===== config.mk =====
export PLATFORM = sky130hd
export DESIGN_NAME = factory_option_registers
export DESIGN_NICKNAME = d
export VERILOG_FILES = /design/src/design/option_pkg.sv /design/src/design/option_decode.sv /design/src/design/timebase_divider.sv /design/src/design/factory_option_registers.sv
export SDC_FILE = /design/constraint.sdc
export NUM_CORES = 1
export LEC_CHECK = 0
export BUFFER_PORTS_ARGS = -buffer_cell sky130_fd_sc_hd__buf_4
export CORE_MARGIN = 2
export CORE_UTILIZATION = 40
export DETAILED_ROUTE_END_ITERATION = 8
export GPL_ROUTABILITY_DRIVEN = 0
export HOLD_SLACK_MARGIN = 0.15
export SKIP_LAST_GASP = 1
export SYNTH_ARGS = -nofsm -noshare
export SYNTH_HDL_FRONTEND = slang
export SYNTH_HIERARCHICAL = 1
export SYNTH_SLANG_ARGS = --single-unit

===== constraint.sdc =====
create_clock -name clock -period 3.8 [get_ports clock]
set_input_delay 0.19 -clock clock [delete_from_list [all_inputs] [get_ports clock]]
set_output_delay 0.19 -clock clock [all_outputs]
set_load 0.02 [all_outputs]

===== src/design/option_pkg.sv =====
// option_pkg: addresses, bit positions, factory values and timing counts
// assumes a 16-bit cpu address space with 8-bit data
package option_pkg;
  localparam logic [15:0] ADDR_GENERAL_A  = 16'h001f;
  localparam logic [15:0] ADDR_GENERAL_B  = 16'h003f;
  localparam logic [15:0] ADDR_DIV_HIGH   = 16'hfe10;
  localparam logic [15:0] ADDR_DIV_LOW    = 16'hfe11;
  localparam logic [15:0] ADDR_NVM_CONFIG = 16'hfe1c;
  // read/write divider pair; placement is a local choice, kept off the option bytes
  localparam logic [15:0] ADDR_DIVIDER_REG_HIGH = 16'hfe12;
  localparam logic [15:0] ADDR_DIVIDER_REG_LOW  = 16'hfe13;
  // factory-programmed content of the nvm configuration byte
  localparam logic [7:0]  NVM_CONFIG_RESET      = 8'h10;
  // general_option_a bit positions
  localparam int BIT_SUPERVISOR_IN_STOP       = 7;
  localparam int BIT_ROM_PROTECT              = 6;
  localparam int BIT_SUPERVISOR_RESET_DISABLE = 5;
  localparam int BIT_SUPERVISOR_POWER_DISABLE = 4;
  localparam int BIT_SHORT_RECOVERY           = 3;
  localparam int BIT_WATCHDOG_RATE            = 2;
  localparam int BIT_STOP_ENABLE              = 1;
  localparam int BIT_WATCHDOG_DISABLE         = 0;
  // general_option_b bit positions
  localparam int BIT_DIVIDER_CLOCK_SELECT     = 7;
  localparam int BIT_NVM_SECURITY_ENABLE      = 6;
  localparam int BIT_MONITOR_NVM_SECURITY     = 5;
  // nvm configuration byte: protect bit position
  localparam int BIT_NVM_PROTECT              = 4;
  // factory values; arbitrary defaults, set per ordered part
  localparam logic [7:0] GENERAL_A_VALUE  = 8'h00;
  localparam logic [7:0] GENERAL_B_VALUE  = 8'h00;
  localparam logic [7:0] DIV_HIGH_VALUE   = 8'h80;
  localparam logic [7:0] DIV_LOW_VALUE    = 8'hac;
  // recovery and watchdog counts, in oscillator-derived clock cycles
  localparam int RECOVERY_SHORT_CYCLES = 32;
  localparam int RECOVERY_LONG_CYCLES  = 4096;
  localparam int WATCHDOG_LONG_CYCLES  = (2 ** 18) - (2 ** 4);
  localparam int WATCHDOG_SHORT_CYCLES = (2 ** 13) - (2 ** 4);
  localparam int COUNT_WIDTH           = 18;
endpackage


===== src/design/option_decode.sv =====
// option_decode: turns the two general option bytes into control levels
// assumes option bytes are constant; outputs are pure combinational
module option_decode (
  input  wire logic [7:0]  option_a,
  input  wire logic [7:0]  option_b,
  input  wire logic        nvm_protect_bit,
  input  wire logic        monitor_mode,
  input  wire logic        security_code_ok,
  output logic             supervisor_powered,
  output logic             supervisor_active_in_stop,
  output logic             supervisor_reset_allowed,
  output logic             rom_dump_block,
  output logic             stop_legal,
  output logic             watchdog_enabled,
  output logic [17:0]      recovery_cycles,
  output logic [17:0]      watchdog_cycles,
  output logic             divider_from_bus_clock,
  output logic             nvm_protected,
  output logic             nvm_monitor_lock
);
  always_comb begin
    supervisor_powered = !option_a[option_pkg::BIT_SUPERVISOR_POWER_DISABLE];
    supervisor_active_in_stop = supervisor_powered
                                && option_a[option_pkg::BIT_SUPERVISOR_IN_STOP];
    supervisor_reset_allowed = !option_a[option_pkg::BIT_SUPERVISOR_RESET_DISABLE];
    rom_dump_block = option_a[option_pkg::BIT_ROM_PROTECT];
    stop_legal = option_a[option_pkg::BIT_STOP_ENABLE];
    watchdog_enabled = !option_a[option_pkg::BIT_WATCHDOG_DISABLE];
    recovery_cycles = option_a[option_pkg::BIT_SHORT_RECOVERY]
                      ? 18'(option_pkg::RECOVERY_SHORT_CYCLES)
                      : 18'(option_pkg::RECOVERY_LONG_CYCLES);
    watchdog_cycles = option_a[option_pkg::BIT_WATCHDOG_RATE]
                      ? 18'(option_pkg::WATCHDOG_LONG_CYCLES)
                      : 18'(option_pkg::WATCHDOG_SHORT_CYCLES);
    divider_from_bus_clock = option_b[option_pkg::BIT_DIVIDER_CLOCK_SELECT];
    nvm_protected = option_b[option_pkg::BIT_NVM_SECURITY_ENABLE] && !nvm_protect_bit;
    nvm_monitor_lock = option_b[option_pkg::BIT_MONITOR_NVM_SECURITY]
                       && monitor_mode && !security_code_ok;
  end
endmodule // option_decode


===== src/design/timebase_divider.sv =====
// timebase_divider: read/write divider pair reloaded from option bytes
// assumes lock and latch levels come from logic on the same clock
module timebase_divider (
  input  wire logic        clock,
  input  wire logic        reset_n,
  input  wire logic [7:0]  reload_high,
  input  wire logic [7:0]  reload_low,
  input  wire logic        write_high,
  input  wire logic        write_low,
  input  wire logic [7:0]  write_data,
  input  wire logic        latch_active,
  output logic [7:0]       divider_high_q,
  output logic [7:0]       divider_low_q
);
  logic writable;
  // top bit of high byte is the security-disable flag; value locked when clear
  assign writable = !latch_active && divider_high_q[7];

  always_ff @(posedge clock) begin
    if (!reset_n) begin
      divider_high_q <= reload_high;
      divider_low_q  <= reload_low;
    end else begin
      if (write_high && writable) begin
        divider_high_q <= write_data;
      end
      if (write_low && writable) begin
        divider_low_q <= write_data;
      end
    end
  end
endmodule // timebase_divider


===== src/design/factory_option_registers.sv =====
// factory_option_registers: fixed option bank, decoded controls, divider pair
// assumes a single-cycle strobe bus on clock; read data one cycle later
//
// Behaviour
// - four option registers are fixed read-only values feeding option setup
// - general option a at 001F, general option b at 003F
// - divider option high at FE10, low at FE11
// - stop-operation bit keeps supervisor running in stop while powered
// - rom protect bit blocks dumping after failed monitor bypass
// - reset-disable bit blocks the supervisor reset output
// - power-disable bit switches the supervisor off
// - short recovery selects 32 versus 4096 cycle stop exit
// - watchdog rate selects long or short timeout
// - stop instruction illegal unless stop-enable is set
// - watchdog-disable bit turns the watchdog off
// - divider clock from bus clock when set, oscillator otherwise
// - nvm security follows protect bit only when enabled
// - monitor mode locks nvm until a valid code
// - divider option bytes give divider reset values
// - divider option bytes copied into divider registers on reset
//
// Strobed register access is this design's own decision.
module factory_option_registers #(
  parameter logic [7:0] GENERAL_A = option_pkg::GENERAL_A_VALUE,
  parameter logic [7:0] GENERAL_B = option_pkg::GENERAL_B_VALUE,
  parameter logic [7:0] DIV_HIGH  = option_pkg::DIV_HIGH_VALUE,
  parameter logic [7:0] DIV_LOW   = option_pkg::DIV_LOW_VALUE
) (
  input  wire logic        clock,
  input  wire logic        reset_n,
  input  wire logic [15:0] address,
  input  wire logic [7:0]  write_data,
  input  wire logic        write_strobe,
  input  wire logic        read_strobe,
  output logic [7:0]       read_data,
  input  wire logic        monitor_mode,
  input  wire logic        security_code_ok,
  input  wire logic        latch_active,
  output logic             supervisor_powered,
  output logic             supervisor_active_in_stop,
  output logic             supervisor_reset_allowed,
  output logic             rom_dump_block,
  output logic             stop_legal,
  output logic             watchdog_enabled,
  output logic [17:0]      recovery_cycles,
  output logic [17:0]      watchdog_cycles,
  output logic             divider_from_bus_clock,
  output logic             nvm_protected,
  output logic             nvm_monitor_lock,
  output logic [7:0]       divider_high,
  output logic [7:0]       divider_low
);
  // nvm configuration byte; held here so the protect bit has a home
  logic [7:0]  nvm_config_q;
  logic [7:0]  read_data_q;
  logic [7:0]  div_high_q;
  logic [7:0]  div_low_q;
  logic        pwr_d;
  logic        stop_act_d;
  logic        rst_ok_d;
  logic        rom_d;
  logic        stop_ok_d;
  logic        wdog_d;
  logic [17:0] rec_d;
  logic [17:0] wdt_d;
  logic        bus_clk_d;
  logic        prot_d;
  logic        mon_d;
  logic        pwr_q;
  logic        stop_act_q;
  logic        rst_ok_q;
  logic        rom_q;
  logic        stop_ok_q;
  logic        wdog_q;
  logic [17:0] rec_q;
  logic [17:0] wdt_q;
  logic        bus_clk_q;
  logic        prot_q;
  logic        mon_q;
  logic        mon_sync1_q;
  logic        mon_sync2_q;
  logic        code_sync1_q;
  logic        code_sync2_q;

  function automatic logic hit(input logic [15:0] a, input logic [15:0] target);
    hit = (a == target);
  endfunction

  // monitor mode and code status arrive from pins
  always_ff @(posedge clock) begin
    if (!reset_n) begin
      mon_sync1_q  <= 1'b0;
      mon_sync2_q  <= 1'b0;
      code_sync1_q <= 1'b0;
      code_sync2_q <= 1'b0;
    end else begin
      mon_sync1_q  <= monitor_mode;
      mon_sync2_q  <= mon_sync1_q;
      code_sync1_q <= security_code_ok;
      code_sync2_q <= code_sync1_q;
    end
  end

  // nvm config reset value is the factory-programmed byte
  always_ff @(posedge clock) begin
    if (!reset_n) begin
      nvm_config_q <= option_pkg::NVM_CONFIG_RESET;
    end else if (write_strobe && hit(address, option_pkg::ADDR_NVM_CONFIG)) begin
      nvm_config_q <= write_data;
    end
  end

  option_decode u_decode (
    .option_a                  (GENERAL_A),
    .option_b                  (GENERAL_B),
    .nvm_protect_bit           (nvm_config_q[option_pkg::BIT_NVM_PROTECT]),
    .monitor_mode              (mon_sync2_q),
    .security_code_ok          (code_sync2_q),
    .supervisor_powered        (pwr_d),
    .supervisor_active_in_stop (stop_act_d),
    .supervisor_reset_allowed  (rst_ok_d),
    .rom_dump_block            (rom_d),
    .stop_legal                (stop_ok_d),
    .watchdog_enabled          (wdog_d),
    .recovery_cycles           (rec_d),
    .watchdog_cycles           (wdt_d),
    .divider_from_bus_clock    (bus_clk_d),
    .nvm_protected             (prot_d),
    .nvm_monitor_lock          (mon_d)
  );

  always_ff @(posedge clock) begin
    if (!reset_n) begin
      pwr_q      <= 1'b0;
      stop_act_q <= 1'b0;
      rst_ok_q   <= 1'b0;
      rom_q      <= 1'b0;
      stop_ok_q  <= 1'b0;
      wdog_q     <= 1'b0;
      rec_q      <= 18'h0_0000;
      wdt_q      <= 18'h0_0000;
      bus_clk_q  <= 1'b0;
      prot_q     <= 1'b0;
      mon_q      <= 1'b0;
    end else begin
      pwr_q      <= pwr_d;
      stop_act_q <= stop_act_d;
      rst_ok_q   <= rst_ok_d;
      rom_q      <= rom_d;
      stop_ok_q  <= stop_ok_d;
      wdog_q     <= wdog_d;
      rec_q      <= rec_d;
      wdt_q      <= wdt_d;
      bus_clk_q  <= bus_clk_d;
      prot_q     <= prot_d;
      mon_q      <= mon_d;
    end
  end

  assign supervisor_powered        = pwr_q;
  assign supervisor_active_in_stop = stop_act_q;
  assign supervisor_reset_allowed  = rst_ok_q;
  assign rom_dump_block            = rom_q;
  assign stop_legal                = stop_ok_q;
  assign watchdog_enabled          = wdog_q;
  assign recovery_cycles           = rec_q;
  assign watchdog_cycles           = wdt_q;
  assign divider_from_bus_clock    = bus_clk_q;
  assign nvm_protected             = prot_q;
  assign nvm_monitor_lock          = mon_q;

  // the pair has its own addresses: a write to an option byte must stay inert
  // divider reset values
  timebase_divider u_divider (
    .clock          (clock),
    .reset_n        (reset_n),
    .reload_high    (DIV_HIGH),
    .reload_low     (DIV_LOW),
    .write_high     (write_strobe && hit(address, option_pkg::ADDR_DIVIDER_REG_HIGH)),
    .write_low      (write_strobe && hit(address, option_pkg::ADDR_DIVIDER_REG_LOW)),
    .write_data     (write_data),
    .latch_active   (latch_active),
    .divider_high_q (div_high_q),
    .divider_low_q  (div_low_q)
  );
  assign divider_high = div_high_q;
  assign divider_low  = div_low_q;

  always_ff @(posedge clock) begin
    if (!reset_n) begin
      read_data_q <= 8'h00;
    end else if (read_strobe) begin
      if (hit(address, option_pkg::ADDR_GENERAL_A)) begin
        read_data_q <= GENERAL_A;
      end else if (hit(address, option_pkg::ADDR_GENERAL_B)) begin
        read_data_q <= GENERAL_B;
      end else if (hit(address, option_pkg::ADDR_DIV_HIGH)) begin
        read_data_q <= DIV_HIGH;
      end else if (hit(address, option_pkg::ADDR_DIV_LOW)) begin
        read_data_q <= DIV_LOW;
      end else if (hit(address, option_pkg::ADDR_NVM_CONFIG)) begin
        read_data_q <= nvm_config_q;
      end else if (hit(address, option_pkg::ADDR_DIVIDER_REG_HIGH)) begin
        read_data_q <= div_high_q;
      end else if (hit(address, option_pkg::ADDR_DIVIDER_REG_LOW)) begin
        read_data_q <= div_low_q;
      end else begin
        // unmapped reads return zero
        read_data_q <= 8'h00;
      end
    end else begin
      read_data_q <= 8'h00;
    end
  end
  assign read_data = read_data_q;

  a_read_general_a :
    assert property (@(posedge clock) disable iff (!reset_n)
      read_strobe && hit(address, option_pkg::ADDR_GENERAL_A) |=> read_data == GENERAL_A)
    else $error("general option a read wrong");

  a_read_div_low :
    assert property (@(posedge clock) disable iff (!reset_n)
      read_strobe && hit(address, option_pkg::ADDR_DIV_LOW) |=> read_data == DIV_LOW)
    else $error("divider option low read wrong");

  a_read_stable :
    assert property (@(posedge clock) disable iff (!reset_n)
      read_strobe && hit(address, option_pkg::ADDR_GENERAL_B) ##1
      read_strobe && hit(address, option_pkg::ADDR_GENERAL_B) |=> $stable(read_data))
    else $error("option read changed");

  a_supervisor_stop :
    assert property (@(posedge clock) disable iff (!reset_n)
      supervisor_active_in_stop |-> supervisor_powered)
    else $error("supervisor in stop while unpowered");

  a_recovery_sel :
    assert property (@(posedge clock) disable iff (!reset_n)
      $past(reset_n) |-> recovery_cycles == (GENERAL_A[option_pkg::BIT_SHORT_RECOVERY]
        ? 18'(option_pkg::RECOVERY_SHORT_CYCLES) : 18'(option_pkg::RECOVERY_LONG_CYCLES)))
    else $error("recovery delay wrong");

  a_watchdog_sel :
    assert property (@(posedge clock) disable iff (!reset_n)
      $past(reset_n) |-> watchdog_cycles == (GENERAL_A[option_pkg::BIT_WATCHDOG_RATE]
        ? 18'(option_pkg::WATCHDOG_LONG_CYCLES) : 18'(option_pkg::WATCHDOG_SHORT_CYCLES)))
    else $error("watchdog timeout wrong");

  a_stop_legal :
    assert property (@(posedge clock) disable iff (!reset_n)
      $past(reset_n) |-> stop_legal == GENERAL_A[option_pkg::BIT_STOP_ENABLE])
    else $error("stop legality wrong");

  a_divider_reload :
    assert property (@(posedge clock)
      !reset_n |=> divider_high == DIV_HIGH && divider_low == DIV_LOW)
    else $error("divider not reloaded");

  a_monitor_lock :
    assert property (@(posedge clock) disable iff (!reset_n)
      nvm_monitor_lock |-> GENERAL_B[option_pkg::BIT_MONITOR_NVM_SECURITY])
    else $error("monitor lock without option");

  // decoded levels lag the option bytes by one register stage
  a_power_gate :
    assert property (@(posedge clock) disable iff (!reset_n)
      $past(reset_n) |->
        supervisor_powered == !GENERAL_A[option_pkg::BIT_SUPERVISOR_POWER_DISABLE])
    else $error("supervisor power level wrong");

  a_reset_block :
    assert property (@(posedge clock) disable iff (!reset_n)
      $past(reset_n) |->
        supervisor_reset_allowed == !GENERAL_A[option_pkg::BIT_SUPERVISOR_RESET_DISABLE])
    else $error("supervisor reset permission wrong");

  a_rom_protect :
    assert property (@(posedge clock) disable iff (!reset_n)
      $past(reset_n) |->
        rom_dump_block == GENERAL_A[option_pkg::BIT_ROM_PROTECT])
    else $error("rom protection level wrong");

  a_watchdog_off :
    assert property (@(posedge clock) disable iff (!reset_n)
      $past(reset_n) |->
        watchdog_enabled == !GENERAL_A[option_pkg::BIT_WATCHDOG_DISABLE])
    else $error("watchdog enable level wrong");

  a_divider_clock :
    assert property (@(posedge clock) disable iff (!reset_n)
      $past(reset_n) |->
        divider_from_bus_clock == GENERAL_B[option_pkg::BIT_DIVIDER_CLOCK_SELECT])
    else $error("divider clock source wrong");

  // protect bit is read one cycle before the level shows
  a_nvm_protect :
    assert property (@(posedge clock) disable iff (!reset_n)
      $past(reset_n) |->
        nvm_protected == (GENERAL_B[option_pkg::BIT_NVM_SECURITY_ENABLE]
                          && !$past(nvm_config_q[option_pkg::BIT_NVM_PROTECT])))
    else $error("nvm protection level wrong");

  a_monitor_set :
    assert property (@(posedge clock) disable iff (!reset_n)
      $past(reset_n) && $past(mon_sync2_q) && !$past(code_sync2_q) |->
        nvm_monitor_lock == GENERAL_B[option_pkg::BIT_MONITOR_NVM_SECURITY])
    else $error("monitor lock missing");

  a_read_general_b :
    assert property (@(posedge clock) disable iff (!reset_n)
      read_strobe && hit(address, option_pkg::ADDR_GENERAL_B) |=> read_data == GENERAL_B)
    else $error("general option b read wrong");

  a_read_div_high :
    assert property (@(posedge clock) disable iff (!reset_n)
      read_strobe && hit(address, option_pkg::ADDR_DIV_HIGH) |=> read_data == DIV_HIGH)
    else $error("divider option high read wrong");

  // read data stands one cycle only, so a stale byte never looks valid
  a_read_idle :
    assert property (@(posedge clock) disable iff (!reset_n)
      !read_strobe |=> read_data == 8'h00)
    else $error("read data outside its cycle");

  a_option_write :
    assert property (@(posedge clock) disable iff (!reset_n)
      write_strobe && (hit(address, option_pkg::ADDR_GENERAL_A)
                       || hit(address, option_pkg::ADDR_GENERAL_B)
                       || hit(address, option_pkg::ADDR_DIV_HIGH)
                       || hit(address, option_pkg::ADDR_DIV_LOW)) |=>
        $stable(divider_high) && $stable(divider_low) && $stable(nvm_config_q))
    else $error("option write had an effect");

  a_div_reg_high :
    assert property (@(posedge clock) disable iff (!reset_n)
      read_strobe && hit(address, option_pkg::ADDR_DIVIDER_REG_HIGH) |=>
        read_data == $past(divider_high))
    else $error("divider high read back wrong");

  a_div_reg_low :
    assert property (@(posedge clock) disable iff (!reset_n)
      read_strobe && hit(address, option_pkg::ADDR_DIVIDER_REG_LOW) |=>
        read_data == $past(divider_low))
    else $error("divider low read back wrong");

  // a locked pair must hold even its own unlock bit
  a_divider_lock :
    assert property (@(posedge clock) disable iff (!reset_n)
      write_strobe && (latch_active || !divider_high[7]) |=>
        $stable(divider_high) && $stable(divider_low))
    else $error("locked divider changed");
endmodule // factory_option_registers


==> qor.yml <==
status:
  status: "finished, final reports clean"
setup_path:
  path_buf_inv: 1
  path_cells: "buf_4 > nor4b_4 > and4_1 > nand4_1 > nor2_1 > nand3b_1 > nand2_1"
  crit_path_end_kind: "flop"
  crit_path_max_incr_delay_ns: 0.60
  cp_max_fo: 18
  path_class: "primary input to flop"
  start_kind: "primary input"
  required_ns: 3.81
  cp.arrival_ns: 1.96
  cp_top_family: "simple AND/OR/NAND/NOR gates"
  slowest_stage: "and4_1"
clock_tree:
  numCtsBuffers: 9
  clkTransAtPathRegs_ns: 0.08
  cts_tree: "built"
  postCtsSetupRepairBufs: 0
  cts_num_sinks: 81
  clock-root-buffer: "clkbuf_8"
  clk_path_buf_depth: 2
  h-tree-depth: 3
  clk_latency_ns: 0.34
sta:
  postLayoutSetupSlackWorst_ns: 1.85
  relSlewSlack_pct: 49.9
  fin_setup_tns_ns: 0
  min_period_ns: 1.95
  slew_violations: 0
  final.setup_skew_ns: 0.00456
  tightest_slew_ns: 0.744
  rsz0062_at_grt: "false"
  setup_violations: 0
  hold_violations: 0
  max_freq_mhz: 512
  final.period_utilization_pct: 51.4
drt:
  drt_pass1_iterations: 5
  drc: 0
  first_iter_violations: 143
  ant_nets: 0
  wl_per_cell_um: 10.9
  routed_wl_mm: 6.01
  vias: 2215
  routed_via_density: 4.03
final_layout:
  area_growth_pct: 31.7
  nets: 474
  drive_gt1_share_pct: 27.2
  final_area_um2: 4270
  final_cell_mix: "buf_4, dfxtp_1, conb_1"
  antenna_cells: 0
  final_common_cell: "buf_4"
  layoutNonFillerInstCount: 550
global_route:
  grt_pass1_vias: 2118
  grt_overflow_total: 0
  grt_pass1_wl_mm: 9.66
  antenna_found_initial: 0
  grt_max_degree: 93
  grt_usage_pct: 14.3
power_and_ir_drop:
  leakage_nw: 2.00
  p_per_area_nw_per_um2: 424
  peakVddDrop_mv: 0.209
  power_mw: 1.81
synth:
  avgSynthCellArea_um2: 10.2
  ys_warn_count: 6
  syn-instance-count: 317
  ys_types: 34
  syn-cell-area_um2: 3240
  yosysSeqAreaShare_pct: 55.0
  ys_ff_latch: 81
floorplanning:
  die_h_um: 94.0
  core_area_um2: 7770
  dieWidth_um: 94.0
  start_util_pct: 41.7
  design.die.area_um2: 8830
  rows: 32
  io-pin-count: 100
placement:
  portBuffers: 99
  dp_hpwl_mm: 4.19
  place_area_um2: 3950
  placed_cells: 524
  dp_slack_ns: 1.48
run:
  maxCapViolCount: 0
min_path:
  min_path_type: "primary input to flop"
## worst paths after layout
check	startpoint	endpoint	slack [ns]	cells after the start
max	address[8]	u_divider/divider_high_q[3]$_DFFE_PP_	1.85	7
min	address[1]	read_data[7]$_SDFF_PP0_	0.23	4
max reg2reg	u_divider/divider_high_q[7]$_DFFE_PP_	u_divider/divider_high_q[3]$_DFFE_PP_	2.66	2
min reg2reg	mon_sync1_q$_SDFF_PN0_	mon_sync2_q$_SDFF_PN0_	0.44	1
## cells in the mapped netlist
| library cell | n | area share [%] |
|---|---|---|
| a211oi_1 | 4 | 0.93 |
| a21oi_1 | 1 | 0.15 |
| a221oi_1 | 3 | 0.81 |
| and2_1 | 49 | 9.5 |
| and3_1 | 2 | 0.39 |
| and3b_1 | 1 | 0.27 |
| and4_1 | 1 | 0.27 |
| and4b_1 | 1 | 0.31 |
| buf_12 | 1 | 0.62 |
| buf_2 | 3 | 0.46 |
| buf_4 | 38 | 8.8 |
| buf_6 | 2 | 0.70 |
| clkbuf_1 | 7 | 0.81 |
| clkbuf_2 | 1 | 0.15 |
| conb_1 | 4 | 0.46 |
| dfxtp_1 | 65 | 40 |
| edfxtp_1 | 16 | 15 |
| inv_1 | 21 | 2.4 |
| mux2_2 | 4 | 1.4 |
| mux2i_1 | 12 | 3.7 |
| nand2_1 | 28 | 3.2 |
| nand3_1 | 17 | 2.6 |
| nand3_2 | 1 | 0.31 |
| nand3b_1 | 2 | 0.46 |
| nand4_1 | 3 | 0.58 |
| nor2_1 | 3 | 0.35 |
| nor2_2 | 1 | 0.19 |
| nor2b_1 | 4 | 0.77 |
| nor3_1 | 2 | 0.31 |
| nor4_1 | 1 | 0.19 |
| nor4b_4 | 1 | 0.73 |
| nor4bb_1 | 2 | 0.62 |
| o21ai_0 | 15 | 2.3 |
| o21ai_1 | 1 | 0.15 |
## final cells by class
class	instances	area, µm²
timing repair buffer	109	843
fill	733	3500
inverter	21	78.8
clock inverter	5	37.5
multi-input combinational	221	1220
clock buffer	11	174
sequential	81	1780
tap	102	128
## layer usage
metal | vias to the layer above | global-route usage, % | share of wire, %
li1 | 1186 | - | -
met1 | 941 | 17.0 | 44
met2 | 74 | 23.5 | 48
met3 | 14 | 4.33 | 6.4
met4 | 0 | 7.13 | 2.2
met5 | - | 0 | 0
## kinds of logic after synthesis
family / synth area share (%)
muxes: 5.10
DFF: 55.0
and+or+nand+nor: 21.1
AOI/OAI and AO/OA: 4.36
other: 0.463
buffers and inverters: 14.0
## registers in the layout, summed over array words and instances, names as in the netlist
register / flops
recovery_cycles: 18
watchdog_cycles: 18
nvm_config_q: 8
read_data: 8
u_divider/divider_high_q: 8
u_divider/divider_low_q: 8
code_sync1_q: 1
code_sync2_q: 1
divider_from_bus_clock: 1
mon_sync1_q: 1
mon_sync2_q: 1
nvm_monitor_lock: 1
nvm_protected: 1
rom_dump_block: 1
stop_legal: 1
supervisor_active_in_stop: 1
supervisor_powered: 1
supervisor_reset_allowed: 1
watchdog_enabled: 1
## where the power goes
part           leakage (nW)  switching [mW]  internal (mW)
sequential            0.692          0.0173          0.921
combinational          1.20           0.122          0.105
clock                 0.111           0.320          0.324
## what timing repair did
item	CTS	global route
hold buffers	10	0
endpoints found under the hold margin	17	0
gates resized for setup	0	0
## worst register-to-register path, delay by kind of cell (launching register included)
kind             cells  cell delay (ns)
DFF                  1             0.45
and+or+nand+nor      2             0.35
## through the flow
step                utilization (%)  hold slack, ns
finish                         54.9           0.233
global route                   54.9           0.242
CTS                            54.9           0.214
detailed placement             50.9           0.407
global placement               50.9           0.406
floorplan                         -           0.317
No activity file was read; power rests on OpenSTA's default activity.
